$ cat src/rtl/psrc_pkg.sv
package psrc_pkg;

    // Operating modes
    localparam logic [1:0] PSRC_MODE_RUN     = 2'h0;
    localparam logic [1:0] PSRC_MODE_STANDBY = 2'h1;
    localparam logic [1:0] PSRC_MODE_SLEEP   = 2'h2;

    // Register byte offsets
    localparam logic [3:0] PSRC_CTRL_OFS   = 4'h0;
    localparam logic [3:0] PSRC_MUX_OFS    = 4'h4;
    localparam logic [3:0] PSRC_BL_OFS     = 4'h8;
    localparam logic [3:0] PSRC_STATUS_OFS = 4'hC;

    // Field positions and widths in the control, mux and backlight registers
    localparam int PSRC_CTRL_AREG_BIT = 0;
    localparam int PSRC_MUX0_LSB      = 0;
    localparam int PSRC_MUX1_LSB      = 4;
    localparam int PSRC_MUX_W         = 3;
    localparam int PSRC_BL_W          = 8;

    // Values after reset
    localparam logic        PSRC_AREG_RST = 1'h0;
    localparam logic [2:0]  PSRC_MUX_RST  = 3'h0;
    localparam logic [7:0]  PSRC_BL_RST   = 8'h00;

    // Converter input selections; 0 means no supply routed
    localparam logic [2:0] PSRC_SEL_NONE   = 3'h0;
    localparam logic [2:0] PSRC_SEL_BAT    = 3'h1;
    localparam logic [2:0] PSRC_SEL_SENSOR = 3'h2;
    localparam logic [2:0] PSRC_SEL_REF    = 3'h3;
    localparam logic [2:0] PSRC_SEL_AREG   = 3'h4;

    // Start-up delay after battery good, in cycles
    localparam logic [7:0] PSRC_START_CYC = 8'h10;

    // AXI responses
    localparam logic [1:0] PSRC_RESP_OKAY   = 2'h0;
    localparam logic [1:0] PSRC_RESP_SLVERR = 2'h2;

    typedef enum logic [3:0] {
        PSRC_ST_POR   = 4'h1,
        PSRC_ST_START = 4'h2,
        PSRC_ST_HOLD  = 4'h4,
        PSRC_ST_RUN   = 4'h8
    } psrc_state_type;

endpackage

$ cat src/rtl/psrc_top.sv
`timescale 1ns/1ps
`default_nettype none
module psrc_top
    import psrc_pkg::*;
(
    // Clock and reset
    input  wire logic        aclk,
    input  wire logic        aresetn,
    // Supply monitors and pin, asynchronous
    input  wire logic        battery_good,
    input  wire logic        digital_supply_good,
    input  wire logic        external_reset_pin_n,
    // Operating mode, same clock
    input  wire logic [1:0]  op_mode,
    // Reset and supply outputs
    output logic             por_release,
    output logic             digital_supply_regulator_en,
    output logic             digital_reset_n,
    output logic             rtc_reset_n,
    output logic             analog_supply_regulator_en,
    output logic [2:0]       conv0_input_sel,
    output logic [2:0]       conv1_input_sel,
    output logic [7:0]       backlight_current_sink,
    // AXI4-Lite write
    input  wire logic [3:0]  s_axi_awaddr,
    input  wire logic        s_axi_awvalid,
    output logic             s_axi_awready,
    input  wire logic [31:0] s_axi_wdata,
    input  wire logic [3:0]  s_axi_wstrb,
    input  wire logic        s_axi_wvalid,
    output logic             s_axi_wready,
    output logic [1:0]       s_axi_bresp,
    output logic             s_axi_bvalid,
    input  wire logic        s_axi_bready,
    // AXI4-Lite read
    input  wire logic [3:0]  s_axi_araddr,
    input  wire logic        s_axi_arvalid,
    output logic             s_axi_arready,
    output logic [31:0]      s_axi_rdata,
    output logic [1:0]       s_axi_rresp,
    output logic             s_axi_rvalid,
    input  wire logic        s_axi_rready
);

    typedef struct packed {
        logic [1:0]     sync_bat;
        logic [1:0]     sync_dig;
        logic [1:0]     sync_pin;
        psrc_state_type state;
        logic [7:0]     count;
        logic [1:0]     mode_last;
        logic           por_rel;
        logic           dreg_en;
        logic           drst_n;
        logic           areg_en;
        logic [2:0]     mux0;
        logic [2:0]     mux1;
        logic [2:0]     conv0;
        logic [2:0]     conv1;
        logic [7:0]     bl;
        logic           awready;
        logic           wready;
        logic           arready;
        logic           aw_have;
        logic [3:0]     aw_addr;
        logic           w_have;
        logic [31:0]    w_data;
        logic [3:0]     w_strb;
        logic           bvalid;
        logic [1:0]     bresp;
        logic           rvalid;
        logic [1:0]     rresp;
        logic [31:0]    rdata;
    } psrc_regs_type;

    psrc_regs_type r_reg;
    psrc_regs_type r_next;

    // Stage [0] feeds only stage [1]; logic reads stage [1]
    wire logic bat_ok = r_reg.sync_bat[1];
    wire logic dig_ok = r_reg.sync_dig[1];
    wire logic pin_n  = r_reg.sync_pin[1];
    wire logic in_run = (op_mode == PSRC_MODE_RUN);

    function automatic logic [31:0] psrc_merge(input logic [31:0] old_v,
                                               input logic [31:0] new_v,
                                               input logic [3:0]  strb);
        logic [31:0] res;
        res = old_v;
        for (int i = 0; i < 4; i++) begin
            if (strb[i]) begin
                res[i*8 +: 8] = new_v[i*8 +: 8];
            end
        end
        return res;
    endfunction

    always_comb begin
        logic        brown_out;
        logic        pin_act;
        logic        wake_sleep;
        logic [31:0] wv;
        logic [31:0] rv;
        brown_out  = 1'b0;
        pin_act    = 1'b0;
        wake_sleep = 1'b0;
        wv         = 32'h0000_0000;
        rv         = 32'h0000_0000;
        r_next = r_reg;
        r_next.sync_bat  = {r_reg.sync_bat[0], battery_good};
        r_next.sync_dig  = {r_reg.sync_dig[0], digital_supply_good};
        r_next.sync_pin  = {r_reg.sync_pin[0], external_reset_pin_n};
        r_next.mode_last = op_mode;

        // Brown-out watch is off outside run mode
        brown_out  = in_run && (!bat_ok || !dig_ok);
        pin_act    = in_run && !pin_n;
        wake_sleep = (r_reg.mode_last == PSRC_MODE_SLEEP) && in_run;

        unique case (r_reg.state)
            PSRC_ST_POR: begin
                if (bat_ok) begin
                    r_next.state = PSRC_ST_START;
                    r_next.count = 8'h00;
                end
            end
            PSRC_ST_START: begin
                // Internal delay so no external RC is needed
                r_next.count = r_reg.count + 8'h01;
                if (!bat_ok) begin
                    r_next.state = PSRC_ST_POR;
                end else if (r_reg.count == PSRC_START_CYC) begin
                    r_next.state = PSRC_ST_HOLD;
                end
            end
            PSRC_ST_HOLD: begin
                // Pin is honoured here in any mode: no core has run yet
                if (!bat_ok) begin
                    r_next.state = PSRC_ST_POR;
                end else if (pin_n) begin
                    r_next.state = PSRC_ST_RUN;
                end
            end
            PSRC_ST_RUN: begin
                if (brown_out) begin
                    r_next.state = PSRC_ST_POR;
                end
            end
        endcase

        r_next.por_rel = (r_next.state != PSRC_ST_POR) &&
                         (r_next.state != PSRC_ST_START);
        r_next.dreg_en = r_next.por_rel;
        // Digital reset leaves the clock domain of the RTC untouched
        r_next.drst_n  = (r_next.state == PSRC_ST_RUN) && !pin_act &&
                         !wake_sleep;

        // Write channel: take address and data in either order
        if (!r_reg.aw_have && s_axi_awvalid) begin
            r_next.aw_have = 1'b1;
            r_next.aw_addr = s_axi_awaddr;
        end
        if (!r_reg.w_have && s_axi_wvalid) begin
            r_next.w_have = 1'b1;
            r_next.w_data = s_axi_wdata;
            r_next.w_strb = s_axi_wstrb;
        end
        if (r_reg.aw_have && r_reg.w_have && !r_reg.bvalid) begin
            r_next.aw_have = 1'b0;
            r_next.w_have  = 1'b0;
            r_next.bvalid  = 1'b1;
            r_next.bresp   = PSRC_RESP_OKAY;
            unique case (r_reg.aw_addr)
                PSRC_CTRL_OFS: begin
                    wv = psrc_merge({31'h0, r_reg.areg_en},
                                    r_reg.w_data, r_reg.w_strb);
                    r_next.areg_en = wv[PSRC_CTRL_AREG_BIT];
                end
                PSRC_MUX_OFS: begin
                    wv = psrc_merge({25'h0, r_reg.mux1, 1'b0, r_reg.mux0},
                                    r_reg.w_data, r_reg.w_strb);
                    r_next.mux0 = wv[PSRC_MUX0_LSB +: PSRC_MUX_W];
                    r_next.mux1 = wv[PSRC_MUX1_LSB +: PSRC_MUX_W];
                end
                PSRC_BL_OFS: begin
                    wv = psrc_merge({24'h0, r_reg.bl},
                                    r_reg.w_data, r_reg.w_strb);
                    r_next.bl = wv[PSRC_BL_W-1:0];
                end
                PSRC_STATUS_OFS: begin
                    r_next.bresp = PSRC_RESP_OKAY;
                end
                default: begin
                    r_next.bresp = PSRC_RESP_SLVERR;
                end
            endcase
        end
        if (r_reg.bvalid && s_axi_bready) begin
            r_next.bvalid = 1'b0;
        end

        // Read channel
        if (!r_reg.rvalid && s_axi_arvalid) begin
            r_next.rvalid = 1'b1;
            r_next.rresp  = PSRC_RESP_OKAY;
            unique case (s_axi_araddr)
                PSRC_CTRL_OFS:   rv = {31'h0, r_reg.areg_en};
                PSRC_MUX_OFS:    rv = {25'h0, r_reg.mux1, 1'b0, r_reg.mux0};
                PSRC_BL_OFS:     rv = {24'h0, r_reg.bl};
                PSRC_STATUS_OFS: rv = {24'h0, r_reg.state, pin_n, dig_ok,
                                       bat_ok, r_reg.drst_n};
                default: begin
                    rv = 32'h0000_0000;
                    r_next.rresp = PSRC_RESP_SLVERR;
                end
            endcase
            r_next.rdata = rv;
        end else if (r_reg.rvalid && s_axi_rready) begin
            r_next.rvalid = 1'b0;
        end

        if (!r_reg.por_rel) begin
            // Software settings return to defaults under power-up reset
            r_next.areg_en = PSRC_AREG_RST;
            r_next.mux0    = PSRC_MUX_RST;
            r_next.mux1    = PSRC_MUX_RST;
            r_next.bl      = PSRC_BL_RST;
        end

        // Registered so that no output has logic behind its flip-flop
        r_next.awready = !r_next.aw_have;
        r_next.wready  = !r_next.w_have;
        r_next.arready = !r_next.rvalid;
        // Converter routing only exists while the core is out of reset
        r_next.conv0 = r_next.drst_n ? r_next.mux0 : PSRC_SEL_NONE;
        r_next.conv1 = r_next.drst_n ? r_next.mux1 : PSRC_SEL_NONE;
    end

    always_ff @(posedge aclk) begin
        if (!aresetn) begin
            r_reg <= '0;
            r_reg.state <= PSRC_ST_POR;
            r_reg.sync_pin <= 2'h3;
            r_reg.mode_last <= PSRC_MODE_RUN;
            r_reg.awready <= 1'h1;
            r_reg.wready <= 1'h1;
            r_reg.arready <= 1'h1;
        end else begin
            r_reg <= r_next;
        end
    end

    assign por_release                 = r_reg.por_rel;
    assign digital_supply_regulator_en = r_reg.dreg_en;
    assign digital_reset_n             = r_reg.drst_n;
    assign rtc_reset_n                 = r_reg.por_rel;
    assign analog_supply_regulator_en  = r_reg.areg_en;
    assign conv0_input_sel             = r_reg.conv0;
    assign conv1_input_sel             = r_reg.conv1;
    assign backlight_current_sink      = r_reg.bl;
    assign s_axi_awready = r_reg.awready;
    assign s_axi_wready  = r_reg.wready;
    assign s_axi_bvalid  = r_reg.bvalid;
    assign s_axi_bresp   = r_reg.bresp;
    assign s_axi_arready = r_reg.arready;
    assign s_axi_rvalid  = r_reg.rvalid;
    assign s_axi_rresp   = r_reg.rresp;
    assign s_axi_rdata   = r_reg.rdata;

    a_por_hold: assert property (@(posedge aclk) disable iff (!aresetn)
        !bat_ok && r_reg.state == PSRC_ST_POR |=> !por_release)
        else $error("por released without battery good");
    a_dreg_follow: assert property (@(posedge aclk) disable iff (!aresetn)
        digital_supply_regulator_en == por_release)
        else $error("digital regulator enable differs from por release");
    a_bat_drop: assert property (@(posedge aclk) disable iff (!aresetn)
        r_reg.state == PSRC_ST_RUN && in_run && !bat_ok
        |=> !digital_reset_n && !por_release)
        else $error("battery drop did not reset");
    a_dig_drop: assert property (@(posedge aclk) disable iff (!aresetn)
        r_reg.state == PSRC_ST_RUN && in_run && !dig_ok
        |=> r_reg.state == PSRC_ST_POR)
        else $error("digital supply drop did not reset");
    a_sleep_nobo: assert property (@(posedge aclk) disable iff (!aresetn)
        r_reg.state == PSRC_ST_RUN && !in_run |=> por_release)
        else $error("brown-out reset outside run mode");
    a_start_delay: assert property (@(posedge aclk) disable iff (!aresetn)
        $rose(r_reg.state == PSRC_ST_START) |-> !por_release[*8])
        else $error("start-up delay too short");
    a_pin_reset: assert property (@(posedge aclk) disable iff (!aresetn)
        in_run && !pin_n |=> !digital_reset_n)
        else $error("pin in run mode did not reset");
    a_pin_ignored: assert property (@(posedge aclk) disable iff (!aresetn)
        r_reg.state == PSRC_ST_RUN && !in_run && bat_ok &&
        r_reg.mode_last != PSRC_MODE_SLEEP |=> por_release)
        else $error("pin or mode change touched rtc reset");
    a_hold_pin: assert property (@(posedge aclk) disable iff (!aresetn)
        r_reg.state == PSRC_ST_HOLD && !pin_n |=> !digital_reset_n)
        else $error("core released while pin held");
    a_wake_reset: assert property (@(posedge aclk) disable iff (!aresetn)
        r_reg.mode_last == PSRC_MODE_SLEEP && in_run
        |=> !digital_reset_n)
        else $error("no reset on wakeup from sleep");
    a_rtc_por: assert property (@(posedge aclk) disable iff (!aresetn)
        rtc_reset_n == por_release)
        else $error("rtc reset not tied to power-up reset");

endmodule
`default_nettype wire

$ cat config.mk
export PLATFORM = sky130hd
export DESIGN_NAME = psrc_top
export DESIGN_NICKNAME = d
export VERILOG_FILES = /design/src/rtl/psrc_pkg.sv /design/src/rtl/psrc_top.sv
export SDC_FILE = /design/constraint.sdc
export NUM_CORES = 1
export LEC_CHECK = 0
export ABC_AREA = 1
export CELL_PAD_IN_SITES_DETAIL_PLACEMENT = 0
export CELL_PAD_IN_SITES_GLOBAL_PLACEMENT = 1
export CORE_AREA = 3 3 91 93
export DETAILED_ROUTE_END_ITERATION = 10
export DIE_AREA = 0 0 94 96
export DONT_BUFFER_PORTS = 1
export PLACE_DENSITY = 0.77
export SKIP_LAST_GASP = 1
export SLEW_MARGIN = 5
export SYNTH_ARGS = -nofsm -noshare
export SYNTH_HDL_FRONTEND = slang
export SYNTH_SLANG_ARGS = --single-unit
$ cat constraint.sdc
create_clock -name aclk -period 3.85 [get_ports aclk]
set_input_delay 0.1925 -clock aclk [delete_from_list [all_inputs] [get_ports aclk]]
set_output_delay 0.1925 -clock aclk [all_outputs]
set_load 0.02 [all_outputs]
# Word-level counts from Yosys, hierarchy flattened
# Cells that the tools add are included.
[totals]
out_inout_bits = 60
reg_bits = 126
word_cells = 104
inputBits = 56
[op_classes]
n_eq_ne = 16
n_reduce_logical = 38
n_addsub = 1
muxes = 21
n_bitwise = 1
[op_table]
columns = ["cell", "n"]
rows = [
  ["two-way mux 37 bit", 1],
  ["case mux 8 bit (4 select lines)", 1],
  ["== test 4 bit (second input constant)", 6],
  ["two-way mux 4 bit", 5],
  ["two-way mux 6 bit", 3],
  ["case mux 4 bit (4 select lines)", 1],
  ["case mux 8 bit (2 select lines)", 1],
  ["logical AND 1 bit", 13],
  ["== test 4 x 3 -> 1 bit (second input constant)", 3],
  ["zero test 1 bit", 12],
  ["two-way mux 12 bit", 1],
  ["adder 8 x 1 -> 8 bit (second input constant)", 1],
  ["== test 8 x 5 -> 1 bit (second input constant)", 1],
  ["zero test 4 bit", 2],
  ["OR reduction 4 bit", 2],
  ["two-way mux 7 bit", 1],
  ["AND reduction 2 bit", 3],
  ["AND reduction 3 bit", 2],
  ["two-way mux 5 bit", 1],
  ["== test 4 x 1 -> 1 bit (second input constant)", 1],
  ["== test 4 x 2 -> 1 bit (second input constant)", 1],
  ["two-way mux 1 bit", 4],
  ["two-way mux 2 bit", 2],
  ["!= test 4 x 1 -> 1 bit (second input constant)", 1],
  ["8 further kinds", 8],
]

# Longest topological paths before layout
[logic_depth]
word_depth = 9
ltp_mapped = 12
depth_no_buf = 12

# Least setup slack after synthesis
# Ideal clock, no wire load.
[synth_path]
kind = "flip-flop to flip-flop"
startpoint = "register r_reg (netlist bit s_axi_bvalid)"
endpoint = "register r_reg (netlist bit backlight_current_sink[1])"
period_less_slack_ns = 1.317
stages_incl_launch_ff = 8
path_buffers = 1
arrival_time_ns = 1.199
slack_ns = 2.533
setup_time_ns = 0.118
required_time_ns = 3.732
path_cell_list = "dfxtp_1 nor2_2 nand2_2 nor2_4 nand4_2 buf_4 a21oi_1 nor2_1"
[synth_via]
elab_chain_cells = 3
[synth_rtl]
columns = ["item", "line", "source"]
rows = [
  ["start, declared", "psrc_top.sv:76", "psrc_regs_type r_reg;"],
  ["start signal, assigned", "psrc_top.sv:249", "r_reg <= r_next;"],
  ["zero test 1 bit", "psrc_top.sv:168", "if (r_reg.aw_have && r_reg.w_have && !r_reg.bvalid) begin"],
  ["logical AND 1 bit", "psrc_top.sv:168", ""],
  ["AND reduction 3 bit (no line)", "-", ""],
]
# No other way between the ends.
# A chain may end at the register's enable or synchronous reset.

==> impl_metrics.py <==
metrics = {
    "run_status": {
        "outcome": "complete, no violations",
    },
    "routing": {
        "dr.pass1.iters": 4,
        "antenna_left": 0,
        "vias_per_cell": 4.704,
        "wl_per_cell_microns": 12.70,
        "drt_wl_total_microns": 6984,
        "first_iter_violations": 102,
        "drc": 0,
        "vias": 2587,
    },
    "power_and_ir_drop": {
        "power.leakage_nw": 1.543,
        "power_density_nw_per_um2": 433.0,
        "peakVddDrop_v": 0.0001923,
    },
    "worst_hold_path": {
        "hold_class": "input pin to flip-flop",
    },
    "setup_path": {
        "r2r_cells": 4,
        "ff2ff_setup_slack_ps": 2030,
        "r2r-start": "digital_supply_regulator_en$_SDFF_PN0_",
        "crit_chain": "nand2_1, inv_1, o21ai_0, a21oi_1",
        "critPathCapture": "backlight_current_sink[0]$_SDFFE_PN0P_",
        "cp_slowest_cell": "dfxtp_1",
        "critPathCaptureType": "flip-flop",
        "critPathLaunch": "digital_supply_regulator_en$_SDFF_PN0_",
        "rr_endpoint": "backlight_current_sink[0]$_SDFFE_PN0P_",
        "cpPeakStageDelay_ps": 960,
        "required_ps": 4120,
        "arrival_ps": 2080,
        "setup.worst_path.start_class": "flip-flop",
        "crit_type": "flip-flop to flip-flop",
        "path_max_fanout": 10,
    },
    "yosys": {
        "syn_area_per_cell_sq_um": 7.488,
        "synth.largest_area_cell": "dfxtp_1",
        "synth.ff_latch_count": 73,
        "ys_warn_count": 0,
        "ys_types": 33,
        "netlist.area_leader.share": 0.4308,
        "ys_seq_area_frac": 0.4308,
        "mappedNetlistArea_sq_um": 3392,
        "synthCells": 453,
        "synth_area_leaders": "dfxtp_1 (43%), buf_4 (12%), nand2_1 (7.6%), inv_1 (6.9%), nor2_1 (6.8%)",
    },
    "layout": {
        "nNetsFinal": 501,
        "layoutNonFillerInstCount": 550,
        "fillers": 815,
        "diodes": 0,
        "largest_reg_flops": 35,
        "area_growth_pct": 4.095,
        "seqCellArea_sq_um": 1461,
        "layout-drive-gt1-share": 0.08482,
        "multi_input_area_sq_um": 1343,
        "postLayoutCoreUtil": 0.4641,
    },
    "floorplan": {
        "initial_utilization": 0.4459,
        "die_w_microns": 94,
        "coreArea_sq_um": 7607,
        "rows": 32,
        "io_pins": 116,
        "die_h_microns": 96,
        "die_area_sq_um": 9024,
    },
    "timing": {
        "final.setup.tns_ps": 0,
        "rsz0062_at_grt": "false",
        "slew_headroom": 0.3523,
        "report.final.slew_viol_count": 0,
        "fin_crit_sh": 0.4717,
        "setup_viol": 0,
        "post-route-min-period_ps": 1816,
        "tightestPinTransition_ps": 970.3,
        "maxClockFrequency_mhz": 550.7,
        "hold_viol_final": 0,
        "fin_skew_ps": 13.41,
    },
    "clock_network": {
        "numCtsBuffers": 9,
        "clk_latency_ps": 350,
        "cts.clk_slew.worst_paths_ps": 80,
        "cts-root-buf": "clkbuf_8",
        "clock-sinks": 73,
        "h-tree-depth": 3,
        "post-cts-setup-buffers": 0,
        "cts_tree": "yes",
        "cts.path.max_buffers": 2,
    },
    "global_routing": {
        "grt_pass1_vias": 2423,
        "use_met3": 0.05082,
        "gr-usage-met1": 0.2171,
        "overflow": 0,
        "grtUsageMet2": 0.2567,
        "grt_first_pass_wirelength_microns": 11590,
        "grt_max_degree": 28,
        "antenna_found_initial": 0,
        "gr-max-usage-layer": "met2",
        "grt.total_usage": 0.1661,
    },
    "placed_design": {
        "post-place-cells": 518,
        "place.gp.congestion": 0.8419,
        "portBuffers": 0,
        "hpwlAfterDp_microns": 5108,
    },
    "flow_run": {
        "maxCapViolCount": 0,
    },
}
==> critical path: cells and delay by family, from the launching register on <==
| family | cells | cell delay (ps) |
|---|---|---|
| AOI/OAI and AO/OA | 2 | 250 |
| buffers and inverters | 1 | 220 |
| DFF | 1 | 960 |
| and+or+nand+nor | 1 | 310 |
==> per-layer routing <==
metal,vias up,wire [microns],part of all wire
met1,1172,3255,0.47
met5,-,0,0
met3,5,496,0.071
met2,68,3167,0.45
li1,1342,-,-
met4,0,65,0.0093
==> cells in the final DEF (no fill, tap or decap), types with 2 or more instances in the layout <==
cell and count:
nand2_1 69, clkinv_2 2, nor2_1 61, a211oi_1 3, nand3_1 15, nor2_2 2, nand2_2 5, a21oi_1 30
o221ai_1 2, dfxtp_1 73, nor3_1 3, o22ai_1 5, ha_1 2, inv_6 3, dlygate4sd3_1 16, nand4_2 2
nand4_1 6, inv_1 62, clkbuf_8 9, o211ai_2 6, or2_2 3, o21ai_0 32, conb_1 26
==> layout make-up <==
type,count,share of cell area
flip-flops and latches,73,0.4139
inverters,64,0.06804
clock buffers,9,0.03508
repair buffers,16,0.04536
multi-input cells,279,0.3802
clock inverters,7,0.02126
well taps,102,0.03614
==> stage by stage <==
stage | instance area (sq um) | power, mW | worst slack, ps | hold slack (ps)
CTS | 3531 | 1.551 | 2019 | 20.81
floorplan | 3486 | 0.9337 | 2533 | 286.0
finish | 3531 | 1.529 | 2034 | 37.41
global route | 3531 | 1.612 | 1830 | 50.02
detailed placement | 3172 | 0.9253 | 2037 | 268.5
global placement | 3172 | 0.9235 | 2060 | 265.9
==> synth_stat cells (all sizes together) <==
cell type   n
nor3        3
o211ai      6
dfxtp      73
a211oi      4
o22ai       5
inv        63
ha          2
conb        1
clkbuf      7
nand3b      1
nor2       64
nand4       8
nand3      16
buf        55
or2         4
a22oi       1
nand2      74
o21ai      33
a21oi      30
o221ai      2
clkinv      1
==> power breakdown <==
group	leakage, nW	internal (mW)	total [mW]	switching [mW]
sequential	0.596	0.780	0.812	0.0323
clock	0.104	0.305	0.605	0.300
combinational	0.843	0.0328	0.112	0.0789
==> cell families after synthesis <==
logic type,Yosys count,synth area share
AND/OR/NAND/NOR,170,0.2176
other,1,0.001106
adder cells (fa/ha/maj),2,0.007376
AO/OA/AOI/OAI,81,0.1420
flip-flops,73,0.4308
buffers and inverters,126,0.2010
==> worst min-delay path by stage <==
stage	slack, ps	to	depth (start not counted)	startpoint
global route	50	s_axi_rresp[1]$_SDFFE_PN0P_	2	s_axi_araddr[0]
floorplan	290	r_reg[107]$_SDFF_PN0_	2	op_mode[0]
global placement	270	r_reg[117]$_SDFF_PN1_	1	aresetn
CTS	20	r_reg[77]$_SDFFE_PN0P_	2	s_axi_awaddr[2]
detailed placement	270	r_reg[117]$_SDFF_PN1_	1	aresetn
finish	40	r_reg[77]$_SDFFE_PN0P_	2	s_axi_awaddr[2]
==> timing repair <==
action / 4_1_cts / 5_1_grt
gates resized for setup: 0 / 0
hold endpoints to repair: 32 / 0
hold buffers: 16 / 0
Power figures use the tool's default switching activity.
